File: src/design/phy_ext_map.svh
// Purpose: Offsets, field positions, reset values and timing counts of the
//          extended page 1 control registers.
// Assumes: 50 MHz core clock; 16-bit management register words.
// Notes:   Definitions only.
`ifndef PHY_EXT_MAP_SVH
`define PHY_EXT_MAP_SVH

// ****************************************************************
// Register addresses and page selector
// ****************************************************************
`define ADDR_PAGE_SEL 5'h1F
`define ADDR_EXT_MODE 5'h13
`define ADDR_PWR_DOWN 5'h14
`define ADDR_INL_CRC 5'h17
`define PAGE_MAIN 16'h0000
`define PAGE_EXT1 16'h0001

// ****************************************************************
// Field positions
// ****************************************************************
`define EM_IND_B_EXT 13
`define EM_IND_A_EXT 12
`define EM_BLINK 11
`define EM_FLF 4
`define EM_XOVER_HI 3
`define EM_XOVER_LO 2
`define PD_CEXT_DIS 15
`define PD_SLEEP_HI 14
`define PD_SLEEP_LO 13
`define PD_WAKE_HI 12
`define PD_WAKE_LO 11
`define PD_SLOW_MC 10
`define PD_MEDIA_HI 7
`define PD_MEDIA_LO 6
`define PD_NO_PRE 5
`define PD_DS_EN 4
`define PD_DS_CNT_HI 3
`define PD_DS_CNT_LO 2
`define PD_DS_STAT 1
`define IC_ADDR_HI 15
`define IC_ADDR_LO 11
`define IC_INL_EN 10
`define IC_INL_HI 9
`define IC_INL_LO 8

// ****************************************************************
// Writable masks and reset values
// ****************************************************************
`define EM_WMASK 16'h381C
`define PD_WMASK 16'hFC3C
`define IC_WMASK 16'h0400
`define EM_RESET 16'h0010
`define PD_RESET 16'hA004
`define IC_RESET 16'h0000

// ****************************************************************
// Timing
// ****************************************************************
`define CLK_HZ 50000000
`define SLEEP_UNIT_S 1
`define WAKE_0_MS 160
`define WAKE_1_MS 400
`define WAKE_2_MS 800
`define WAKE_3_MS 2000
`define SLEEP_UNIT_CYC (`SLEEP_UNIT_S * `CLK_HZ)
`define WAKE_0_CYC (`WAKE_0_MS * (`CLK_HZ / 1000))
`define WAKE_1_CYC (`WAKE_1_MS * (`CLK_HZ / 1000))
`define WAKE_2_CYC (`WAKE_2_MS * (`CLK_HZ / 1000))
`define WAKE_3_CYC (`WAKE_3_MS * (`CLK_HZ / 1000))

`endif

File: src/design/phy_ext_pkg.sv
// Purpose: Types shared by the extended page 1 register bank.
// Assumes: Nothing beyond the register map header.
// Notes:   Power-save sequencer states.
package phy_ext_pkg;
  typedef enum logic [0:0] {
    PS_AWAKE,
    PS_SLEEP
  } ps_state_e;
  typedef logic [15:0] reg_word_t;
endpackage

File: src/design/phy_ext_regs.sv
// Purpose: Extended page 1 mode, power-save, downshift, inline power and
//          CRC error registers of the copper PHY core.
// Assumes: The management frame decoder hands over one register access at
//          a time as a one-cycle read or write strobe with a 5-bit address.
// Notes:   Address 31 is the page selector and is held here as well.
`include "phy_ext_map.svh"
`timescale 1ns/1ns
`default_nettype none
module phy_ext_regs
  import phy_ext_pkg::*;
#(
  parameter int CRC_WIDTH = 8,
  parameter logic [31:0] SLEEP_UNIT_CYC = `SLEEP_UNIT_CYC,
  parameter logic [31:0] WAKE_0_CYC = `WAKE_0_CYC,
  parameter logic [31:0] WAKE_1_CYC = `WAKE_1_CYC,
  parameter logic [31:0] WAKE_2_CYC = `WAKE_2_CYC,
  parameter logic [31:0] WAKE_3_CYC = `WAKE_3_CYC
) (
  input wire logic clock,
  input wire logic rstn,
  input wire logic [4:0] mgmt_addr,
  input wire logic [15:0] mgmt_wdata,
  input wire logic mgmt_we,
  input wire logic mgmt_re,
  output logic [15:0] mgmt_rdata_q,
  output logic mgmt_rvalid_q,
  input wire logic chip_hold_mode,
  input wire logic [4:0] phy_addr_strap,
  input wire logic copper_selected,
  input wire logic link_idle,
  input wire logic link_up,
  input wire logic giga_neg_fail,
  input wire logic [1:0] inline_power_found,
  input wire logic crc_error,
  output logic indicator_output_a_ext_q,
  output logic indicator_output_b_ext_q,
  output logic indicator_blink_q,
  output logic flf_pin_en_q,
  output logic auto_xover_q,
  output logic crossed_wiring_q,
  output logic carrier_ext_dis_q,
  output logic slow_mgmt_clock_q,
  output logic rx_no_preamble_q,
  output logic power_save_sleep_q,
  output logic wake_probe_q,
  output logic downshift_q,
  output logic inline_power_det_en_q
);
  if (CRC_WIDTH < 1 || CRC_WIDTH > 8) begin : g_chk_crc
    $error("phy_ext_regs: CRC_WIDTH must lie in 1..8");
  end
  if (SLEEP_UNIT_CYC == 0 || WAKE_0_CYC == 0) begin : g_chk_time
    $error("phy_ext_regs: timer counts must be nonzero");
  end

  // ****************************************************************
  // Helper functions
  // ****************************************************************

  // Idle interval before sleep: one to four units.
  function automatic logic [31:0] sleep_limit(input logic [1:0] sel);
    sleep_limit = SLEEP_UNIT_CYC * 32'(sel + 2'd0) + SLEEP_UNIT_CYC;
  endfunction

  // Interval between wake-up probes while asleep.
  function automatic logic [31:0] wake_limit(input logic [1:0] sel);
    case (sel)
      2'h0: wake_limit = WAKE_0_CYC;
      2'h1: wake_limit = WAKE_1_CYC;
      2'h2: wake_limit = WAKE_2_CYC;
      default: wake_limit = WAKE_3_CYC;
    endcase
  endfunction

  // Failed gigabit attempts that call for a downshift: two to five.
  function automatic logic [2:0] ds_limit(input logic [1:0] sel);
    ds_limit = {1'b0, sel} + 3'h2;
  endfunction

  // ****************************************************************
  // Register storage and access decode
  // ****************************************************************
  reg_word_t page_q;
  reg_word_t em_q;
  reg_word_t pd_q;
  reg_word_t ic_q;
  logic [4:0] addr_q;
  logic strap_taken_q;
  logic page1;
  logic wr_em;
  logic wr_pd;
  logic wr_ic;
  logic rd_crc;
  logic [CRC_WIDTH-1:0] crc_count;
  logic ds_status_q;
  logic hold_d1_q;

  // Page one must be selected before addresses 19, 20 and 23 map here.
  assign page1 = (page_q == `PAGE_EXT1);
  assign wr_em = mgmt_we && page1 && mgmt_addr == `ADDR_EXT_MODE;
  assign wr_pd = mgmt_we && page1 && mgmt_addr == `ADDR_PWR_DOWN;
  assign wr_ic = mgmt_we && page1 && mgmt_addr == `ADDR_INL_CRC;
  assign rd_crc = mgmt_re && page1 && mgmt_addr == `ADDR_INL_CRC;

  // Page selector takes every write to address 31, whatever the page.
  always_ff @(posedge clock) begin
    if (!rstn) begin
      page_q <= `PAGE_MAIN;
    end else if (mgmt_we && mgmt_addr == `ADDR_PAGE_SEL) begin
      page_q <= mgmt_wdata;
    end
  end

  // Writable bits only; reserved and status bits never store.
  always_ff @(posedge clock) begin
    if (!rstn) begin
      em_q <= `EM_RESET;
      pd_q <= `PD_RESET;
      ic_q <= `IC_RESET;
    end else begin
      if (wr_em) begin
        em_q <= mgmt_wdata & `EM_WMASK;
      end
      if (wr_pd) begin
        pd_q <= mgmt_wdata & `PD_WMASK;
      end
      if (wr_ic) begin
        ic_q <= mgmt_wdata & `IC_WMASK;
      end
    end
  end

  // The address straps are caught on the first clock after reset release,
  // since a reset flop may only load a constant.
  always_ff @(posedge clock) begin
    if (!rstn) begin
      addr_q <= 5'h00;
      strap_taken_q <= 1'b0;
    end else if (!strap_taken_q) begin
      addr_q <= phy_addr_strap;
      strap_taken_q <= 1'b1;
    end
  end

  // ****************************************************************
  // Read path
  // ****************************************************************
  reg_word_t rd_word;

  // Status fields are merged at read time; reserved bits stay zero.
  always_comb begin
    rd_word = 16'h0000;
    if (mgmt_addr == `ADDR_PAGE_SEL) begin
      rd_word = page_q;
    end else if (page1) begin
      case (mgmt_addr)
        `ADDR_EXT_MODE: rd_word = em_q;
        `ADDR_PWR_DOWN: begin
          rd_word = pd_q;
          rd_word[`PD_MEDIA_HI:`PD_MEDIA_LO] =
            copper_selected ? 2'h1 : 2'h0;
          rd_word[`PD_DS_STAT] = ds_status_q;
        end
        `ADDR_INL_CRC: begin
          rd_word = ic_q;
          rd_word[`IC_ADDR_HI:`IC_ADDR_LO] = addr_q;
          // Detection status only counts while detection is on.
          if (ic_q[`IC_INL_EN]) begin
            rd_word[`IC_INL_HI:`IC_INL_LO] =
              inline_power_found;
          end
          rd_word[CRC_WIDTH-1:0] = crc_count;
        end
        default: rd_word = 16'h0000;
      endcase
    end
  end

  // Read data comes one cycle after the strobe with a valid pulse.
  always_ff @(posedge clock) begin
    if (!rstn) begin
      mgmt_rdata_q <= 16'h0000;
      mgmt_rvalid_q <= 1'b0;
    end else begin
      mgmt_rvalid_q <= mgmt_re;
      if (mgmt_re) begin
        mgmt_rdata_q <= rd_word;
      end
    end
  end

  // ****************************************************************
  // CRC error counter
  // ****************************************************************
  crc_err_counter #(
    .WIDTH(CRC_WIDTH)
  ) u_crc (
    .clock(clock),
    .rstn(rstn),
    .inc(crc_error),
    .clr(rd_crc),
    .count_q(crc_count)
  );

  // ****************************************************************
  // Mode outputs
  // ****************************************************************

  // Straight copies of control bits, registered for clean timing.
  always_ff @(posedge clock) begin
    if (!rstn) begin
      indicator_output_a_ext_q <= 1'b0;
      indicator_output_b_ext_q <= 1'b0;
      flf_pin_en_q <= 1'b1;
      carrier_ext_dis_q <= 1'b1;
      slow_mgmt_clock_q <= 1'b0;
      rx_no_preamble_q <= 1'b0;
      inline_power_det_en_q <= 1'b0;
    end else begin
      indicator_output_a_ext_q <= em_q[`EM_IND_A_EXT];
      indicator_output_b_ext_q <= em_q[`EM_IND_B_EXT];
      flf_pin_en_q <= em_q[`EM_FLF];
      carrier_ext_dis_q <= pd_q[`PD_CEXT_DIS];
      slow_mgmt_clock_q <= pd_q[`PD_SLOW_MC];
      rx_no_preamble_q <= pd_q[`PD_NO_PRE];
      inline_power_det_en_q <= ic_q[`IC_INL_EN];
    end
  end

  // Reserved code 01 falls back to automatic crossover, the safe choice.
  always_ff @(posedge clock) begin
    if (!rstn) begin
      auto_xover_q <= 1'b1;
      crossed_wiring_q <= 1'b0;
    end else begin
      auto_xover_q <= !em_q[`EM_XOVER_HI];
      crossed_wiring_q <= em_q[`EM_XOVER_HI] && em_q[`EM_XOVER_LO];
    end
  end

  // One blink request on leaving chip hold, unless suppressed.
  always_ff @(posedge clock) begin
    if (!rstn) begin
      hold_d1_q <= 1'b0;
      indicator_blink_q <= 1'b0;
    end else begin
      hold_d1_q <= chip_hold_mode;
      indicator_blink_q <= hold_d1_q && !chip_hold_mode
                           && em_q[`EM_BLINK];
    end
  end

  // ****************************************************************
  // Power-save sequencer
  // ****************************************************************
  ps_state_e ps_q;
  logic [31:0] ps_cnt_q;

  // Idle time counts toward sleep; asleep, wake probes repeat until the
  // link shows energy. A changed setting takes effect on the next compare.
  always_ff @(posedge clock) begin
    if (!rstn) begin
      ps_q <= PS_AWAKE;
      ps_cnt_q <= 32'h0000_0000;
      power_save_sleep_q <= 1'b0;
      wake_probe_q <= 1'b0;
    end else begin
      wake_probe_q <= 1'b0;
      case (ps_q)
        PS_AWAKE: begin
          if (!link_idle) begin
            ps_cnt_q <= 32'h0000_0000;
          end else if (ps_cnt_q + 32'h1 >=
                       sleep_limit(pd_q[`PD_SLEEP_HI:`PD_SLEEP_LO])) begin
            ps_q <= PS_SLEEP;
            ps_cnt_q <= 32'h0000_0000;
            power_save_sleep_q <= 1'b1;
          end else begin
            ps_cnt_q <= ps_cnt_q + 32'h1;
          end
        end
        PS_SLEEP: begin
          if (!link_idle) begin
            ps_q <= PS_AWAKE;
            ps_cnt_q <= 32'h0000_0000;
            power_save_sleep_q <= 1'b0;
          end else if (ps_cnt_q + 32'h1 >=
                       wake_limit(pd_q[`PD_WAKE_HI:`PD_WAKE_LO])) begin
            ps_cnt_q <= 32'h0000_0000;
            wake_probe_q <= 1'b1;
          end else begin
            ps_cnt_q <= ps_cnt_q + 32'h1;
          end
        end
        default: begin
          ps_q <= PS_AWAKE;
          ps_cnt_q <= 32'h0000_0000;
        end
      endcase
    end
  end

  // ****************************************************************
  // Speed downshift
  // ****************************************************************
  logic [2:0] fail_cnt_q;

  // Failures count while enabled; link up restarts the count. The status
  // stays set once reached, until the feature is switched off.
  always_ff @(posedge clock) begin
    if (!rstn) begin
      fail_cnt_q <= 3'h0;
      ds_status_q <= 1'b0;
      downshift_q <= 1'b0;
    end else begin
      if (!pd_q[`PD_DS_EN]) begin
        fail_cnt_q <= 3'h0;
        ds_status_q <= 1'b0;
      end else begin
        if (link_up) begin
          fail_cnt_q <= 3'h0;
        end else if (giga_neg_fail && fail_cnt_q != 3'h7) begin
          fail_cnt_q <= fail_cnt_q + 3'h1;
        end
        if (fail_cnt_q >= ds_limit(pd_q[`PD_DS_CNT_HI:`PD_DS_CNT_LO])) begin
          ds_status_q <= 1'b1;
        end
      end
      downshift_q <= ds_status_q;
    end
  end
endmodule
`default_nettype wire

File: src/design/crc_err_counter.sv
// Purpose: Error event counter that clears itself when software reads it.
// Assumes: inc and clr are one-cycle pulses on the core clock.
// Notes:   Saturates at all ones instead of wrapping.
`timescale 1ns/1ns
`default_nettype none
module crc_err_counter #(
  parameter int WIDTH = 8
) (
  input wire logic clock,
  input wire logic rstn,
  input wire logic inc,
  input wire logic clr,
  output logic [WIDTH-1:0] count_q
);
  if (WIDTH < 1) begin : g_chk
    $error("crc_err_counter: WIDTH must be at least one");
  end

  // A read clear and an error in the same cycle leave a count of one, so
  // the new error is never lost.
  always_ff @(posedge clock) begin
    if (!rstn) begin
      count_q <= '0;
    end else if (clr) begin
      count_q <= inc ? WIDTH'(1) : '0;
    end else if (inc && count_q != {WIDTH{1'b1}}) begin
      count_q <= count_q + WIDTH'(1);
    end
  end
endmodule
`default_nettype wire

File: config.mk
export PLATFORM = sky130hd
export DESIGN_NAME = phy_ext_regs
export DESIGN_NICKNAME = d
export VERILOG_FILES = /design/src/design/phy_ext_pkg.sv /design/src/design/phy_ext_regs.sv /design/src/design/crc_err_counter.sv
export VERILOG_INCLUDE_DIRS = /design/src /design/src/design
export SDC_FILE = /design/constraint.sdc
export NUM_CORES = 1
export LEC_CHECK = 0
export ABC_AREA = 1
export BUFFER_PORTS_ARGS = -buffer_cell sky130_fd_sc_hd__buf_4
export CAP_MARGIN = 10
export CORE_UTILIZATION = 65
export CTS_CLUSTER_DIAMETER = 200
export DETAILED_ROUTE_END_ITERATION = 6
export PLACE_DENSITY = 0.91
export SYNTH_ARGS = -nofsm -noshare
export SYNTH_HDL_FRONTEND = slang
export SYNTH_HIERARCHICAL = 1
export SYNTH_SLANG_ARGS = --single-unit
export TNS_END_PERCENT = 5
File: constraint.sdc
create_clock -name clock -period 8.1 [get_ports clock]
set_clock_uncertainty 0.2 [all_clocks]
set_input_delay 2.43 -clock clock [delete_from_list [all_inputs] [get_ports clock]]
set_output_delay 2.43 -clock clock [all_outputs]
set_load 0.02 [all_outputs]
==> impl_metrics.toml, run 1 <==
[hold_path]
worstHoldStart = "hold_d1_q"
hp-class = "flop to flop"

[pwr]
p_sw_share_pct = 24.67
p_comb_share_pct = 6.3
ir_worst_vdd_mv = 0.1597
power.switching_uw = 333.3
cellLeakagePower_uw = 0.003547
pwr-share-seq_pct = 43.3
p_int_uw = 1018
clock_power_share_pct = 50.4
power.density_nw_per_um2 = 167.8

[cts]
post_cts_buffers = 0
cts_tree = "done"
path_clk_slew_ns = 0.06
hold_buffers = 0
htree_num_levels = 4
cts_buffers = 17
cts.sinks = 115
clock_latency_ns = 0.52
clock_path_buffers = 2
cts-root-buf = "clkbuf_8"
ctsResizeCount = 0

[logic_synthesis]
seq_area_frac_synth_pct = 32.97
synth_top_area_share_pct = 32.97
yosys-top-cells-count = "171 x nand2_1, 137 x inv_1, 135 x nor2_1"
ys_top_cells_by_area = "dfxtp_1 33%, ha_1 9.5%, nand2_1 9.2%, inv_1 7.4%, nor2_1 7.3%"
ys_ff_latch = 115
syn-cell-area_um2 = 6983
syn_avg_cell_area_um2 = 6.819
async_reset_ff_share_pct = 0
synth_top_area_cell = "dfxtp_1"
synth_cell_types = 45
synth_ff_type = "dfxtp_1"
yosysMostFrequentCell = "nand2_1"
synth_edf_count = 0
syn_inst = 1024
yosysWarnings = 6

[floorplanning]
ios = 68
dieArea_um2 = 11160
rows = 37
die_h_um = 105.7
die_w_um = 105.7
core_um2 = 10370
start_util_pct = 67.34

[final_layout]
syn_to_final_growth_pct = 15.34
diodes = 0
final_util_pct = 77.67
finalNetCount = 1175
drive_gt1_share_pct = 11.86
n_fill_cell = 760
fin_area_um2 = 8054

[placed_design]
routabilityCongestion = 0.9388
port-buffer-count = 67
dp_slack_ns = 3.308
place_area_um2 = 7528
dp_hpwl_um = 13370

[critical_path]
worstSetupStartpointType = "flop"
cp_cell_sequence = "ha_1 > nand2_1 > inv_2 > nand2_1 > nor2_4 > nand2_1 > nor3_1 > nand2_1 > xor2_1 > ha_1 > nand2_1 > nor3_1 > nand3_1 > nand3b_1 > nor2_1 > nand3b_1 > nand2_1 > nor2_4 > nand3b_1 > a21oi_1"
crit_path_max_fanout = 26
slowest_delay_ns = 0.51
path_class = "flop to flop"
worstPathArrival_ns = 4.75
crit_slowest_cell = "nor2_4"
end_kind = "flop"
worstPathRequired_ns = 8.35
cpMostUsedCell = "nand2_1"
r2r-start = "ps_cnt_q[0]"
cp-startpoint = "ps_cnt_q[0]"

[routing]
route.detailed.wl_per_inst_um = 16.01
first_pass_iters = 5
dr_wl_met3_um = 1619
dr_wl_met2_um = 9723
drtIter0Drc = 610
route.vias.total = 7281
wl_met1_um = 7598
drtAntennaViolNets = 0
viasPerCell = 5.910
totalWireLength_um = 19730
drc_errors = 0
highest_layer = "met4"

[sta]
worst_pin_slew_ns = 1.113
relSlewSlack_pct = 25.74
setup_tns_ns = 0
min_period_ns = 4.505
finalHoldViolCount = 0
maxSlewViolCount = 0
finalCritPeriodShare_pct = 55.62
worst_slack_ns = 3.595
max_freq_mhz = 222.0
rsz0062_at_grt = "false"
setup_viol = 0

[job]
cap_violations = 0

[grt]
antenna_found_initial = 0
grt_max_degree = 74
track_usage_pct = 36.28
grt_pass1_vias = 6811
grt_pass1_wl_um = 32280
grt_overflow = 0

[run_status]
run_status = "finished clean"
==> metal layers <==
layer / track usage [%] / up-vias
met1: 43.32 / 3317
met3: 6.122 / 81
met4: 18.06 / 0
met2: 62.70 / 416
met5: 0 / -
li1: - / 3467
==> final cells by class <==
cell class | count | area (µm²) | area share [%]
clock buffers | 21 | 439.2 | 5.453
clock inverters | 10 | 86.33 | 1.072
inverters | 140 | 525.5 | 6.525
multi-input cells | 743 | 4028 | 50.01
flip-flops and latches | 115 | 2302 | 28.58
well taps | 136 | 170.2 | 2.113
repair buffers | 67 | 503.0 | 6.245
==> placed cells by master (no fill, tap or decap), drive strengths merged <==
| cell type | Yosys | routed |
|---|---|---|
| nand3 | 80 | 80 |
| o221ai | 3 | 3 |
| o22ai | 2 | 2 |
| o21ai | 74 | 74 |
| o211ai | 4 | 4 |
| nand4 | 23 | 23 |
| a31oi | 5 | 5 |
| o21bai | 1 | 1 |
| or2 | 5 | 5 |
| a21boi | 2 | 2 |
| clkinv | 0 | 6 |
| nand2 | 184 | 184 |
| bufinv | 0 | 1 |
| o21a | 3 | 3 |
| nor3 | 10 | 10 |
| o311ai | 1 | 1 |
| buf | 8 | 67 |
| ha | 53 | 53 |
| a211oi | 4 | 4 |
| a22o | 2 | 2 |
| inv | 140 | 140 |
| clkbuf | 25 | 21 |
| a21oi | 98 | 98 |
| xor2 | 17 | 17 |
| a21o | 3 | 3 |
| dfxtp | 115 | 115 |
| nor4 | 4 | 4 |
| and2 | 1 | 1 |
| conb | 1 | 8 |
| nor2 | 144 | 144 |
| nand3b | 8 | 8 |
| xnor2 | 4 | 4 |
| clkinvlp | 0 | 3 |
==> worst max-delay path, delay by kind of cell, from the launching register on <==
kind            cells  cell delay [ns]
compound gates      1             0.22
buf+inv             1             0.11
fa+ha+maj           2             0.66
flops               1             0.44
xor+xnor            1             0.35
simple gates       15             2.44
==> state kept, by name, indices dropped and copies added (netlist names), 3 cells and up <==
signal / flops
addr_q: 5
em_q: 6
fail_cnt_q: 3
mgmt_rdata_q: 16
page_q: 16
pd_q: 10
ps_cnt_q: 32
u_crc/count_q: 8
==> through the flow <==
stage / power, µW / hold slack, ns / instances
final: 1351 / 0.2479 / 1232
after global routing: 1383 / 0.2658 / 1232
after CTS: 1342 / 0.2518 / 1232
after detailed placement: 678.5 / 0.2358 / 1201
after global placement: 677.0 / 0.2292 / 1201
after floorplan: 643.8 / 0.1882 / 1031
==> path summary, 6_finish.rpt <==
kind                                     endpoint  slack, ns  cells after the start
worst min register to register  indicator_blink_q       0.25                      2
worst min-delay path            indicator_blink_q       0.25                      2
worst max register to register       ps_cnt_q[20]       3.59                     20
worst max-delay path                 ps_cnt_q[20]       3.59                     20
==> power groups by stage <==
stage / Combinational, µW / Clock (µW) / Sequential, µW
after floorplan: 44.1 / 0 / 600
after global placement: 80.7 / 0 / 596
after detailed placement: 82.3 / 0 / 596
after CTS: 83.6 / 674 / 584
after global routing: 92.7 / 705 / 586
final: 85.5 / 681 / 585
==> cells by family after synthesis <==
| logic type | Yosys count | synth area share, % |
|---|---|---|
| AOI/OAI and AO/OA | 202 | 15.75 |
| DFF | 115 | 32.97 |
| xor gates and xnor gates | 21 | 2.741 |
| and+or+nand+nor | 459 | 29.26 |
| buffers and inverters | 173 | 9.729 |
| other | 1 | 0.05370 |
| adders and majority gates | 53 | 9.497 |
Power figures use the tool's default switching activity.
==> run 2: changes to the inputs <==
ABC_AREA = 0   (was 1)
CORE_UTILIZATION = 54   (was 65)
PLACE_DENSITY = 0.82   (was 0.91)
clock period = 3.76 ns   (was 8.1 ns; I/O delays follow)
==> impl_metrics.toml, run 2 <==
[logic_synthesis]
seq_area_frac_synth_pct = 35.73
syn_avg_cell_area_um2 = 8.839
yosysWarnings = 6
synth_edf_count = 0
syn-cell-area_um2 = 6444
synth_top_area_share_pct = 35.73
synth_cell_types = 73
ys_ff_latch = 115
ys_top_cells_by_area = "dfxtp_1 36%, ha_1 10%, nand2_1 5.8%, mux2i_1 3.4%, inv_1 3.0%"
yosysMostFrequentCell = "dfxtp_1"
async_reset_ff_share_pct = 0
synth_top_area_cell = "dfxtp_1"
synth_ff_type = "dfxtp_1"
syn_inst = 729
yosys-top-cells-count = "115 x dfxtp_1, 99 x nand2_1, 53 x ha_1"

[run_status]
run_status = "finished, violations left"
violations = "design-rule violations, negative setup slack"

[pwr]
power.density_nw_per_um2 = 340.4
p_int_uw = 2302
p_sw_share_pct = 22.71
cellLeakagePower_uw = 0.003937
p_comb_share_pct = 5.4
ir_worst_vdd_mv = 0.2944
pwr-share-seq_pct = 42.1
power.switching_uw = 676.6
clock_power_share_pct = 52.4

[floorplanning]
die_h_um = 111.2
die_w_um = 111.2
ios = 68
start_util_pct = 55.95
core_um2 = 11520
dieArea_um2 = 12370
rows = 39

[final_layout]
finalNetCount = 987
top_register = "ps_cnt_q"
reg_top3 = "ps_cnt_q x32, mgmt_rdata_q x16, page_q x16"
syn_to_final_growth_pct = 35.79
final_common_cell = "buf_4"
drive_gt1_share_pct = 31.79
final_util_pct = 75.98
largest_reg_flops = 32
diodes = 0
final_cell_mix = "156 x buf_4, 105 x dfxtp_1, 96 x nand2_1"

[critical_path]
worstPathArrival_ns = 4.00
worstSetupStartpointType = "flop"
slowest_delay_ns = 0.36
crit_slowest_cell = "dfxtp_2"
worstPathRequired_ns = 3.91
end_kind = "flop"
cpLargestDelayFamily = "compound AO/OA/AOI/OAI gates"
cp_cell_sequence = "nand4_4 > buf_6 > nor3_4 > buf_6 > nand3_1 > xor2_2 > inv_2 > ha_1 > a21o_1 > a21oi_2 > nand3b_1 > o311ai_2 > nand3_1 > o32a_4 > clkbuf_16 > nor2_2"
path_class = "flop to flop"
crit_path_max_fanout = 5
path_buf_inv = 4

[routing]
route.vias.total = 6197
first_pass_iters = 7
viasPerCell = 5.891
drtIter0Drc = 591
drc_errors = 6
drtAntennaViolNets = 0
route.detailed.wl_per_inst_um = 18.23
totalWireLength_um = 19180

[job]
cap_violations = 0

[cts]
clock_latency_ns = 0.42
cts-root-buf = "clkbuf_16"
htree_num_levels = 4
cts.sinks = 115
hold_buffers = 0
cts_buffers = 17
path_clk_slew_ns = 0.06
clock_path_buffers = 2
cts_tree = "done"

[sta]
relSlewSlack_pct = 49.84
setup_viol = 28
finalCritPeriodShare_pct = 102.3
worst_slack_ns = -0.08477
maxSlewViolCount = 0
min_period_ns = 3.845
max_freq_mhz = 260.1
worst_pin_slew_ns = 0.7467
whs_ns = 0.2489
finalHoldViolCount = 0

[grt]
antenna_found_initial = 0
grt_pass1_wl_um = 28180
grt_overflow = 0
track_usage_pct = 29.05
grt_max_degree = 43
grt_pass1_vias = 5900

[placed_design]
routabilityCongestion = 0.9396
dp_slack_ns = -0.1064
dp_hpwl_um = 13120
port-buffer-count = 67

[hold_path]
hp-class = "flop to flop"
[run 2: cell types whose count changed in the layout (fill, tap and decap cells not counted), moves of 15 or more]
cell | before | now
a22oi_1 | 0 | 15
nand3_1 | 78 | 29
a21oi_1 | 96 | 9
nor2b_1 | 0 | 16
nand2_1 | 171 | 96
o211a_1 | 0 | 15
inv_1 | 137 | 47
mux2i_1 | 0 | 22
buf_4 | 67 | 156
nor2_1 | 135 | 31
a21boi_0 | 1 | 25
o21ai_0 | 73 | 13
[run 2: power groups by stage]
stage,logic [µW],clock network (µW),registers (µW)
after CTS,154,1580,1260
final,162,1560,1250
after global placement,145,0,1280
after floorplan,69.0,0,1290
after detailed placement,150,0,1280
after global routing,172,1630,1260
[run 2: cell type report]
type                    instances  area (µm²)
inverters                      51       191.4
well taps                     143       178.9
multi-input cells             547        4185
fillers                       779        2766
flip-flops and latches        115        2317
clock buffers                  19       442.9
clock inverters                13       136.4
repair buffers                164        1297
[run 2: cell families (layout without fill, tap and decap cells)]
family,Yosys count,count (layout),synth area share (%)
xor gates and xnor gates,32,32,4.777
muxes,24,24,3.767
other,1,8,0.05820
adders and majority gates,53,53,10.29
and+or+nand+nor,298,298,25.17
buffers and inverters,74,247,4.718
DFF,115,115,35.73
AOI/OAI and AO/OA,132,132,15.50
[run 2: worst paths after layout]
kind | startpoint | endpoint | slack (ns) | depth (start not counted)
worst max-delay path | ps_cnt_q[7] | ps_cnt_q[19] | -0.08 | 16
worst min-delay path | em_q[3] | auto_xover_q | 0.25 | 1
worst min register to register | em_q[3] | auto_xover_q | 0.25 | 1
worst max register to register | ps_cnt_q[7] | ps_cnt_q[19] | -0.08 | 16
[run 2: repair_timing]
| action | in CTS | in global routing |
|---|---|---|
| gates resized for setup | 9 | 57 |
| cloned | 0 | 3 |
| setup buffers | 2 | 18 |
| pin swaps | 1 | 29 |
| endpoints found under the setup margin | 30 | 30 |
[run 2: through the flow]
step / power (µW) / setup TNS [ns] / std cells / area, µm²
after CTS: 2986 / -0.007458 / 1031 / 8278
after floorplan: 1357 / 0 / 736 / 6499
after global placement: 1425 / -0.1050 / 997 / 7637
after detailed placement: 1431 / -1.295 / 997 / 7637
after global routing: 3054 / -4.259 / 1052 / 8750
final: 2979 / -1.094 / 1052 / 8750
[run 2: per-layer routing]
metal / vias to the layer above / track usage, % / share of wire, % / routed length, µm
met5: - / 0 / 0 / 0
met4: 0 / 14.14 / 3.3 / 639
met3: 60 / 6.506 / 6.5 / 1256
met2: 287 / 46.42 / 47 / 9068
met1: 2946 / 36.98 / 43 / 8214
li1: 2904 / - / - / -
[run 2: worst register-to-register path, delay by kind of cell, from the launching register on]
family,cells,cell delay (ns)
AND/OR/NAND/NOR,6,0.96
AO/OA/AOI/OAI,4,1.01
XOR/XNOR,1,0.28
buffers and inverters,4,0.63
flip-flops,1,0.36
adder cells (fa/ha/maj),1,0.34
